--- config.mk ---
export PLATFORM = sky130hd
export DESIGN_NAME = cics_setup_reg
export DESIGN_NICKNAME = d
export VERILOG_FILES = /design/src/rtl/cics_pkg.sv /design/src/rtl/cics_cfg_if.sv /design/src/rtl/cics_pin_steer.sv /design/src/rtl/cics_setup_reg.sv
export SDC_FILE = /design/constraint.sdc
export NUM_CORES = 1
export LEC_CHECK = 0
export BUFFER_PORTS_ARGS = -buffer_cell sky130_fd_sc_hd__buf_4
export CORE_MARGIN = 2
export CORE_UTILIZATION = 40
export DETAILED_ROUTE_END_ITERATION = 6
export PLACE_DENSITY_LB_ADDON = 0.1
export SETUP_SLACK_MARGIN = 0.05
export SYNTH_ARGS = -nofsm -noshare
export SYNTH_HDL_FRONTEND = slang
export SYNTH_SLANG_ARGS = --single-unit
--- constraint.sdc ---
create_clock -name ref_clk_i -period 2.85 [get_ports ref_clk_i]
set_input_delay 0 -clock ref_clk_i [delete_from_list [all_inputs] [get_ports ref_clk_i]]
set_output_delay 0 -clock ref_clk_i [all_outputs]
set_load 0.02 [all_outputs]
--- src/rtl/cics_pkg.sv ---
// constants for the control interface setup register block
// assumes a 16-bit register port addressed by register index
`default_nettype none
package cics_pkg;
    // ----------------------------------------
    // register map
    // ----------------------------------------
    localparam logic [7:0]  SETUP_OFFSET   = 8'h06;
    localparam int          REG_W          = 16;
    // ----------------------------------------
    // field positions
    // ----------------------------------------
    localparam int          ALT_PIN_BIT    = 15;
    localparam int          ADDR_SEL_HI    = 14;
    localparam int          ADDR_SEL_LO    = 13;
    localparam int          DONE_BIT       = 12;
    localparam int          RECONF_BIT     = 11;
    localparam int          ADDRESS_AUTO_INCREMENT_BIT    = 9;
    localparam int          OD_BIT         = 3;
    localparam int          FOUR_WIRE_BIT  = 2;
    localparam int          SPI_EN_BIT     = 1;
    // writable bits; 10, 8 and 7..4 and 0 read as zero
    localparam logic [15:0] DEFINED_MASK   = 16'hFA0E;
    localparam logic [15:0] KEYED_MASK     = 16'h000E;
    // ----------------------------------------
    // reset values
    // ----------------------------------------
    localparam logic [15:0] SETUP_RESET    = 16'h8A00;
    // ----------------------------------------
    // bus addresses and pin codes
    // ----------------------------------------
    localparam logic [6:0]  BUS_ADDR_0     = 7'h34;
    localparam logic [6:0]  BUS_ADDR_1     = 7'h36;
    localparam logic [6:0]  BUS_ADDR_2     = 7'h3C;
    localparam logic [6:0]  BUS_ADDR_3     = 7'h3E;
    localparam logic [1:0]  CFG_PINS_DEV   = 2'h0;
    localparam logic [1:0]  CFG_STS_DEV    = 2'h0;

    typedef enum logic [2:0] {
        CICS_OFF    = 3'b001,
        CICS_LOAD   = 3'b010,
        CICS_ACTIVE = 3'b100
    } cics_pwr_t;
endpackage
`default_nettype wire

--- src/rtl/cics_cfg_if.sv ---
// raw setup word and strap inputs carried from the register to the pin steering
// assumes one producer and one consumer in the same clock domain
`timescale 1ns/1ps
`default_nettype none
interface cics_cfg_if;
    logic [15:0] setup;
    logic [1:0]  config_pins;
    logic [1:0]  configuration_status;
    modport reg_side (output setup, output config_pins, output configuration_status);
    modport mux_side (input setup, input config_pins, input configuration_status);
endinterface
`default_nettype wire

--- src/rtl/cics_pin_steer.sv ---
// pin steering: turns the setup register into bus routing and drive modes
// assumes the setup word is registered by the parent
`timescale 1ns/1ps
`default_nettype none
module cics_pin_steer (
    cics_cfg_if.mux_side cfg,
    // decoded controls
    output logic        alt_pin_select_o,
    output logic [6:0]  bus_address_o,
    output logic        serial_peripheral_enable_o,
    output logic        four_wire_select_o,
    output logic        separate_serial_out_od_o,
    output logic        address_auto_increment_o
);
    // ----------------------------------------
    // address decode
    // ----------------------------------------
    function automatic logic [6:0] cics_addr(input logic [1:0] sel);
        case (sel)
            2'h0:    cics_addr = cics_pkg::BUS_ADDR_0;
            2'h1:    cics_addr = cics_pkg::BUS_ADDR_1;
            2'h2:    cics_addr = cics_pkg::BUS_ADDR_2;
            default: cics_addr = cics_pkg::BUS_ADDR_3;
        endcase
    endfunction

    // field gating; outer enables mask inner selections
    always_comb begin
        serial_peripheral_enable_o = cfg.setup[cics_pkg::SPI_EN_BIT];
        four_wire_select_o = serial_peripheral_enable_o
                           & cfg.setup[cics_pkg::FOUR_WIRE_BIT];
        separate_serial_out_od_o = four_wire_select_o
                                 & cfg.setup[cics_pkg::OD_BIT];
        alt_pin_select_o = cfg.setup[cics_pkg::ALT_PIN_BIT]
                         & (cfg.config_pins == cics_pkg::CFG_PINS_DEV);
        // outside the valid status the first address is used
        bus_address_o = (cfg.configuration_status == cics_pkg::CFG_STS_DEV)
                      ? cics_addr(cfg.setup[cics_pkg::ADDR_SEL_HI:cics_pkg::ADDR_SEL_LO])
                      : cics_pkg::BUS_ADDR_0;
        address_auto_increment_o = cfg.setup[cics_pkg::ADDRESS_AUTO_INCREMENT_BIT];
    end
endmodule
`default_nettype wire

--- src/rtl/cics_setup_reg.sv ---
// control interface setup register with power-event reload control
// assumes a synchronous register port from the serial engine
`timescale 1ns/1ps
`default_nettype none
module cics_setup_reg (
    // clock, reset, enable
    input  wire logic        ref_clk_i,
    input  wire logic        rst_i,
    input  wire logic        clk_en_i,
    // register port
    input  wire logic [7:0]  reg_addr_i,
    input  wire logic        reg_wr_i,
    input  wire logic [15:0] reg_wdata_i,
    output logic [15:0]      reg_rdata_o,
    // security and straps
    input  wire logic        key_unlocked_i,
    input  wire logic [1:0]  config_pins_i,
    input  wire logic [1:0]  configuration_status_i,
    input  wire logic        dev_mode_i,
    // power events
    input  wire logic        on_event_i,
    input  wire logic        off_event_i,
    input  wire logic        sm_reset_i,
    // configuration loader
    input  wire logic        load_done_i,
    output logic             load_request_o,
    output logic             config_done_o,
    output logic             regs_reset_o,
    // decoded controls
    output logic             alt_pin_select_o,
    output logic [6:0]       bus_address_o,
    output logic             serial_peripheral_enable_o,
    output logic             four_wire_select_o,
    output logic             separate_serial_out_od_o,
    output logic             address_auto_increment_o
);
    logic [15:0]         setup_q;
    cics_pkg::cics_pwr_t state_q;
    logic                first_q;
    logic                hit;
    logic [15:0]         wmask;
    logic [15:0]         sm_mask;

    cics_cfg_if cfg ();
    assign cfg.setup                = setup_q;
    assign cfg.config_pins          = config_pins_i;
    assign cfg.configuration_status = configuration_status_i;

    // ----------------------------------------
    // register write path
    // ----------------------------------------
    // keyed bits drop out of the mask while locked
    always_comb begin
        hit   = reg_wr_i & (reg_addr_i == cics_pkg::SETUP_OFFSET);
        wmask = cics_pkg::DEFINED_MASK;
        if (!key_unlocked_i) begin
            wmask = wmask & ~cics_pkg::KEYED_MASK;
        end
        sm_mask = 16'h0000;
        sm_mask[cics_pkg::ALT_PIN_BIT] = 1'b1;
        sm_mask[cics_pkg::ADDR_SEL_HI] = 1'b1;
        sm_mask[cics_pkg::ADDR_SEL_LO] = 1'b1;
        sm_mask[cics_pkg::DONE_BIT]    = 1'b1;
        sm_mask[cics_pkg::ADDRESS_AUTO_INCREMENT_BIT] = 1'b1;
    end

    // register state; loader completion wins over a software write
    // and over a same-cycle field reset, so a finished load is never lost
    always_ff @(posedge ref_clk_i or posedge rst_i) begin
        if (rst_i) begin
            setup_q <= cics_pkg::SETUP_RESET;
        end else if (clk_en_i) begin
            if (sm_reset_i || regs_reset_o) begin
                // metal-mask bits kept; loaded fields back to defaults
                setup_q <= (setup_q & ~sm_mask) | (cics_pkg::SETUP_RESET & sm_mask);
            end else if (hit) begin
                setup_q <= (setup_q & ~wmask) | (reg_wdata_i & wmask);
            end
            // completion set placed last so that it wins
            if (state_q == cics_pkg::CICS_LOAD && load_done_i) begin
                setup_q[cics_pkg::DONE_BIT] <= 1'b1;
            end
        end
    end

    // ----------------------------------------
    // power event sequencing
    // ----------------------------------------
    // first power-up in development mode always loads
    always_ff @(posedge ref_clk_i or posedge rst_i) begin
        if (rst_i) begin
            state_q <= cics_pkg::CICS_OFF;
            first_q <= 1'b1;
        end else if (clk_en_i) begin
            case (state_q)
                cics_pkg::CICS_OFF: begin
                    if (on_event_i) begin
                        if (setup_q[cics_pkg::RECONF_BIT] || (first_q && dev_mode_i)) begin
                            state_q <= cics_pkg::CICS_LOAD;
                        end else begin
                            state_q <= cics_pkg::CICS_ACTIVE;
                        end
                        first_q <= 1'b0;
                    end
                end
                cics_pkg::CICS_LOAD: begin
                    if (load_done_i) begin
                        state_q <= cics_pkg::CICS_ACTIVE;
                    end
                end
                cics_pkg::CICS_ACTIVE: begin
                    if (off_event_i) begin
                        state_q <= cics_pkg::CICS_OFF;
                    end
                end
                default: state_q <= cics_pkg::CICS_OFF;
            endcase
        end
    end

    // register reset held while off with reconfigure set
    assign regs_reset_o   = (state_q == cics_pkg::CICS_OFF) & setup_q[cics_pkg::RECONF_BIT];
    assign load_request_o = (state_q == cics_pkg::CICS_LOAD);
    assign config_done_o  = setup_q[cics_pkg::DONE_BIT]
                          & (config_pins_i == cics_pkg::CFG_PINS_DEV);

    // read data straight from the register, undefined bits zero
    always_comb begin
        reg_rdata_o = (reg_addr_i == cics_pkg::SETUP_OFFSET)
                    ? (setup_q & cics_pkg::DEFINED_MASK) : 16'h0000;
    end

    cics_pin_steer u_steer (
        .cfg                        (cfg.mux_side),
        .alt_pin_select_o           (alt_pin_select_o),
        .bus_address_o              (bus_address_o),
        .serial_peripheral_enable_o (serial_peripheral_enable_o),
        .four_wire_select_o         (four_wire_select_o),
        .separate_serial_out_od_o   (separate_serial_out_od_o),
        .address_auto_increment_o   (address_auto_increment_o)
    );

    // ----------------------------------------
    // assertions
    // ----------------------------------------
    // properties over the register, the power sequencing and the pin steering
    AST_KEY_LOCK: assert property (@(posedge ref_clk_i) disable iff (rst_i)
        (hit && !key_unlocked_i && clk_en_i && !sm_reset_i && !regs_reset_o)
        |=> $stable(setup_q[3:1])) else $error("keyed bits changed while locked");
    AST_UNDEF_ZERO: assert property (@(posedge ref_clk_i) disable iff (rst_i)
        (reg_rdata_o & ~cics_pkg::DEFINED_MASK) == 16'h0000) else $error("undefined bit read nonzero");
    AST_SM_RESET: assert property (@(posedge ref_clk_i) disable iff (rst_i)
        (sm_reset_i && clk_en_i) |=> (setup_q[15:13] == 3'h4 && setup_q[9]
        && setup_q[12] == ($past(load_request_o) && $past(load_done_i)))) else $error("fields not restored");
    AST_RELOAD: assert property (@(posedge ref_clk_i) disable iff (rst_i)
        (state_q == cics_pkg::CICS_OFF && on_event_i && clk_en_i && setup_q[11])
        |=> load_request_o) else $error("no reload on on event");
    AST_NO_RELOAD: assert property (@(posedge ref_clk_i) disable iff (rst_i)
        (state_q == cics_pkg::CICS_OFF && on_event_i && clk_en_i && !setup_q[11] && !first_q)
        |=> !load_request_o) else $error("unexpected reload");
    AST_DEV_FIRST: assert property (@(posedge ref_clk_i) disable iff (rst_i)
        (first_q && dev_mode_i && on_event_i && clk_en_i && state_q == cics_pkg::CICS_OFF)
        |=> load_request_o) else $error("first dev load missing");
    AST_OD_GATE: assert property (@(posedge ref_clk_i) disable iff (rst_i)
        !four_wire_select_o |-> !separate_serial_out_od_o) else $error("drive applied without four wire");
    AST_FOUR_GATE: assert property (@(posedge ref_clk_i) disable iff (rst_i)
        !serial_peripheral_enable_o |-> !four_wire_select_o) else $error("four wire without spi");
    AST_DONE_SET: assert property (@(posedge ref_clk_i) disable iff (rst_i)
        (load_request_o && load_done_i && clk_en_i) |=> setup_q[12]) else $error("done not set");
    AST_ADDR: assert property (@(posedge ref_clk_i) disable iff (rst_i)
        (configuration_status_i == 2'h0 && setup_q[14:13] == 2'h2) |-> bus_address_o == 7'h3C)
        else $error("bad bus address");

    // off-state handling, stored bits and the decoded controls
    AST_OFF_RESET: assert property (@(posedge ref_clk_i) disable iff (rst_i)
        (regs_reset_o && clk_en_i) |=> (setup_q[15:12] == 4'h8 && setup_q[9])) else $error("off reset missing");
    AST_OFF_KEEP: assert property (@(posedge ref_clk_i) disable iff (rst_i)
        (state_q == cics_pkg::CICS_OFF && !setup_q[11] && !hit && !sm_reset_i)
        |=> $stable(setup_q)) else $error("registers lost while off");
    AST_UNDEF_HELD: assert property (@(posedge ref_clk_i) disable iff (rst_i)
        (setup_q & ~cics_pkg::DEFINED_MASK) == 16'h0000) else $error("undefined bit stored");
    AST_ALT_GATE: assert property (@(posedge ref_clk_i) disable iff (rst_i)
        (config_pins_i != 2'h0) |-> !alt_pin_select_o) else $error("alt pins outside strap 00");
    AST_DONE_GATE: assert property (@(posedge ref_clk_i) disable iff (rst_i)
        (config_pins_i != 2'h0) |-> !config_done_o) else $error("done flag outside strap 00");
    AST_ADDR_OFF: assert property (@(posedge ref_clk_i) disable iff (rst_i)
        (configuration_status_i != 2'h0) |-> bus_address_o == 7'h34) else $error("address outside status 00");
    AST_FOUR_SEL: assert property (@(posedge ref_clk_i) disable iff (rst_i)
        (setup_q[1] && setup_q[2]) |-> four_wire_select_o) else $error("four wire not selected");
    AST_OD_SEL: assert property (@(posedge ref_clk_i) disable iff (rst_i)
        (four_wire_select_o && setup_q[3]) |-> separate_serial_out_od_o) else $error("open drain not selected");
    AST_SPI_SEL: assert property (@(posedge ref_clk_i) disable iff (rst_i)
        serial_peripheral_enable_o == setup_q[1]) else $error("interface select mismatch");
    AST_ADDRESS_AUTO_INCREMENT: assert property (@(posedge ref_clk_i) disable iff (rst_i)
        address_auto_increment_o == setup_q[9]) else $error("auto increment mismatch");

    // cover the main scenarios
    COV_LOAD: cover property (@(posedge ref_clk_i) load_request_o ##1 !load_request_o);
    COV_UNLOCK_WR: cover property (@(posedge ref_clk_i) hit && key_unlocked_i && reg_wdata_i[2]);
    COV_OFF_KEEP: cover property (@(posedge ref_clk_i) state_q == cics_pkg::CICS_OFF && !setup_q[11]);
    COV_DEV_FIRST: cover property (@(posedge ref_clk_i) first_q && dev_mode_i && on_event_i && clk_en_i);
    COV_SM_RESET: cover property (@(posedge ref_clk_i) sm_reset_i && clk_en_i && state_q == cics_pkg::CICS_ACTIVE);
endmodule
`default_nettype wire

==> results.toml <==
[status]
outcome = "completed"

[synth]
syn_inst = 89
async_flop_share_pct = 100
synth_mux_area_share_pct = 10.0
synth_top_family_by_area = "simple AND/OR/NAND/NOR gates"
yosysMostFrequentCell = "buf_4"
yosysSeqAreaShare_pct = 35.9
yosys.area_share.simple_pct = 29.7
synth.cell_area_um2 = 923
synth_fa_ha_area_share_pct = 0
synth_flop_cell = "dfrtp_1"
yosys-top-cells-count = "12 x buf_4, 8 x and3_2, 8 x dfrtp_1, 7 x inv_1, 6 x nor2_1"
synth_seq_cells = 13
synth_top_area_cell = "dfrtp_1"
synth_xor_area_share_pct = 0
ys_types = 33
synth_top_area_share_pct = 21.7
yosys_warnings = 0
synthTopCellsByArea = "dfrtp_1 22%, dfstp_2 14%, buf_4 9.8%, and3_2 6.5%, mux2_4 6.5%"
synth-compound-area-share_pct = 10.2
synth_edf_count = 0
syn_area_per_cell_um2 = 10.4

[grt]
grt_pass1_vias = 757
antenna_found_initial = 0
track_usage_pct = 16.8
grt_max_degree = 14
grt_pass1_wl_mm = 3.37
overflow = 0

[timing]
post-route-period-util_pct = 52.3
skew_ns = 0.00174
hold_violations = 0
max_freq_ghz = 0.671
rsz0062_at_grt = "no"
period_needed_ns = 1.49
slew_violations = 0
finalSetupViolations = 0
setup_tns_ns = 0

[clocking]
numCtsBuffers = 3
cts_buffer_depth = 2
cts_hold_buffers = 13
cts_tree = "done"
clkLatencyLatePin_ns = 0.27
clock_sinks = 13
postCtsSetupBuffers = 0
post_cts_resized = 0
clkTransAtPathRegs_ns = 0.08
cts_root_buf = "clkbuf_4"
htreeDepth = 1

[placement]
port_buffers = 49
dp_hpwl_mm = 1.60
gp_congestion = 0.718

[detailed_routing]
drt_iter0_markers = 18
route.vias.total = 831
avgViaCountPerCell = 4.62
first_pass_iters = 4
remaining_drc_errors = 0
wl_per_cell_um = 12.3
wirelength_mm = 2.21
ant_nets = 0

[setup_path]
cp-start-kind = "register"
crit_arrival_ns = 1.69
cp-end-kind = "register"
crit_path_max_fanout = 6
required_ns = 3.05
max_stage_delay_ns = 0.58
crit_slowest_cell = "dfstp_2"
worstSetupPathType = "register to register"
crit_chain = "and2_1 > a31oi_1 > dlygate4sd3_1"
crit_buf_inv = 1
path_delay_family = "flip-flops"

[floorplan]
die_height_um = 52.0
die_area_mm2 = 0.00271
initial_utilization_pct = 42.1
die-width_um = 52.0
io_pins = 69
core_area_mm2 = 0.00219
fp-row-count = 17

[power_and_ir_drop]
p_leak_nw = 0.722
irDropWorstVdd_uv = 373
pwr_density_cell_mw_per_mm2 = 375

[layout]
syn2layout_area_growth_pct = 54.1
utilization_pct = 64.9
fin_nets = 191
final_layout_size_suffix_gt1_share_pct = 52.6
nFillCells = 196
num_antenna_cells = 0

[min_path]
hold_path_class = "primary input to register"

[flow_run]
cap_violations = 0
-- worst min-delay path: cells and delay by family --
| kind | cells | cell delay, ns |
|---|---|---|
| buffers and inverters | 2 | 0.10 |
| AO/OA/AOI/OAI | 1 | 0.17 |
-- power by group --
group          switching [mW]  total, mW  internal (mW)
registers              0.0259      0.240          0.215
clock network          0.0578      0.112         0.0542
logic                  0.0827      0.181         0.0984
-- layout by cell type (no fill, tap or decap) --
cell	netlist	final
o221ai_1	1	1
clkbuf_4	1	3
dfstp_2	5	5
a2bb2oi_1	1	1
dfrtp_1	8	8
clkbuf_1	0	1
o31a_2	1	1
and3_2	8	8
and3_4	1	1
mux2i_1	1	1
o22a_1	2	2
nor4b_4	2	2
mux2_4	4	4
and3_1	1	1
nor2b_1	1	1
o221a_2	1	1
o32ai_1	1	1
o22ai_1	1	1
inv_1	7	7
nor3b_1	3	3
nand4_4	1	1
and4bb_2	1	1
buf_4	12	49
conb_1	2	12
nand3_2	1	1
a31oi_1	2	2
nor2_1	6	6
nand2b_1	1	1
nand2_1	5	5
nor2_4	1	1
mux2_2	2	2
dlygate4sd3_1	0	13
nor3_1	1	1
a21oi_1	2	2
and2_1	2	2
-- per-layer routing --
metal	track usage [%]	routed length [µm]	part of all wire, %	vias up
met4	6.58	0	0	0
met2	27.4	1060	48	46
li1	-	-	-	418
met5	0	0	0	-
met1	21.7	971	44	367
met3	3.16	178	8.1	0
-- cell type report --
class | instances | area [µm²] | area share [%]
sequential | 13 | 332 | 23.3
inverter | 7 | 26.3 | 1.85
clock buffer | 4 | 26.3 | 1.85
multi-input combinational | 66 | 505 | 35.5
timing repair buffer | 62 | 498 | 35.0
tap | 28 | 35.0 | 2.46
-- worst paths after layout --
check / start / end / slack, ns / cells past startpoint
max: state_q[0]$_DFFE_PP1P_ / first_q$_DFFE_PP1P_ / 1.36 / 3
min: reg_wdata_i[12] / cfg.setup[12]$_DFFE_PP0P_ / 0.04 / 3
max reg2reg: state_q[0]$_DFFE_PP1P_ / first_q$_DFFE_PP1P_ / 1.36 / 3
min reg2reg: cfg.setup[15]$_DFFE_PP1P_ / cfg.setup[15]$_DFFE_PP1P_ / 0.52 / 1
max in group asynchronous: rst_i / cfg.setup[15]$_DFFE_PP1P_ / 2.19 / 3
min in group asynchronous: rst_i / asynchronous set/reset pin / 0.31 / 3
-- through the flow --
stage / power, mW / setup slack [ns] / hold WS [ns] / cell area (µm²) / instances
final: 0.534 / 1.36 / 0.0367 / 1420 / 180
after global routing: 0.568 / 1.29 / 0.0294 / 1420 / 180
after CTS: 0.539 / 1.37 / 0.0348 / 1420 / 180
after detailed placement: 0.410 / 1.34 / 0.0621 / 1270 / 163
after global placement: 0.404 / 1.37 / 0.0562 / 1270 / 163
after floorplan: 0.359 / 1.36 / -0.127 / 961 / 99
-- kinds of logic (layout without fill, tap and decap cells) --
family	after synthesis	in the layout
DFF	13	13
other	2	12
buffers and inverters	20	73
muxes	7	7
and+or+nand+nor	35	35
AOI/OAI and AO/OA	12	12
Note: power is estimated with default switching activity, not from simulation.
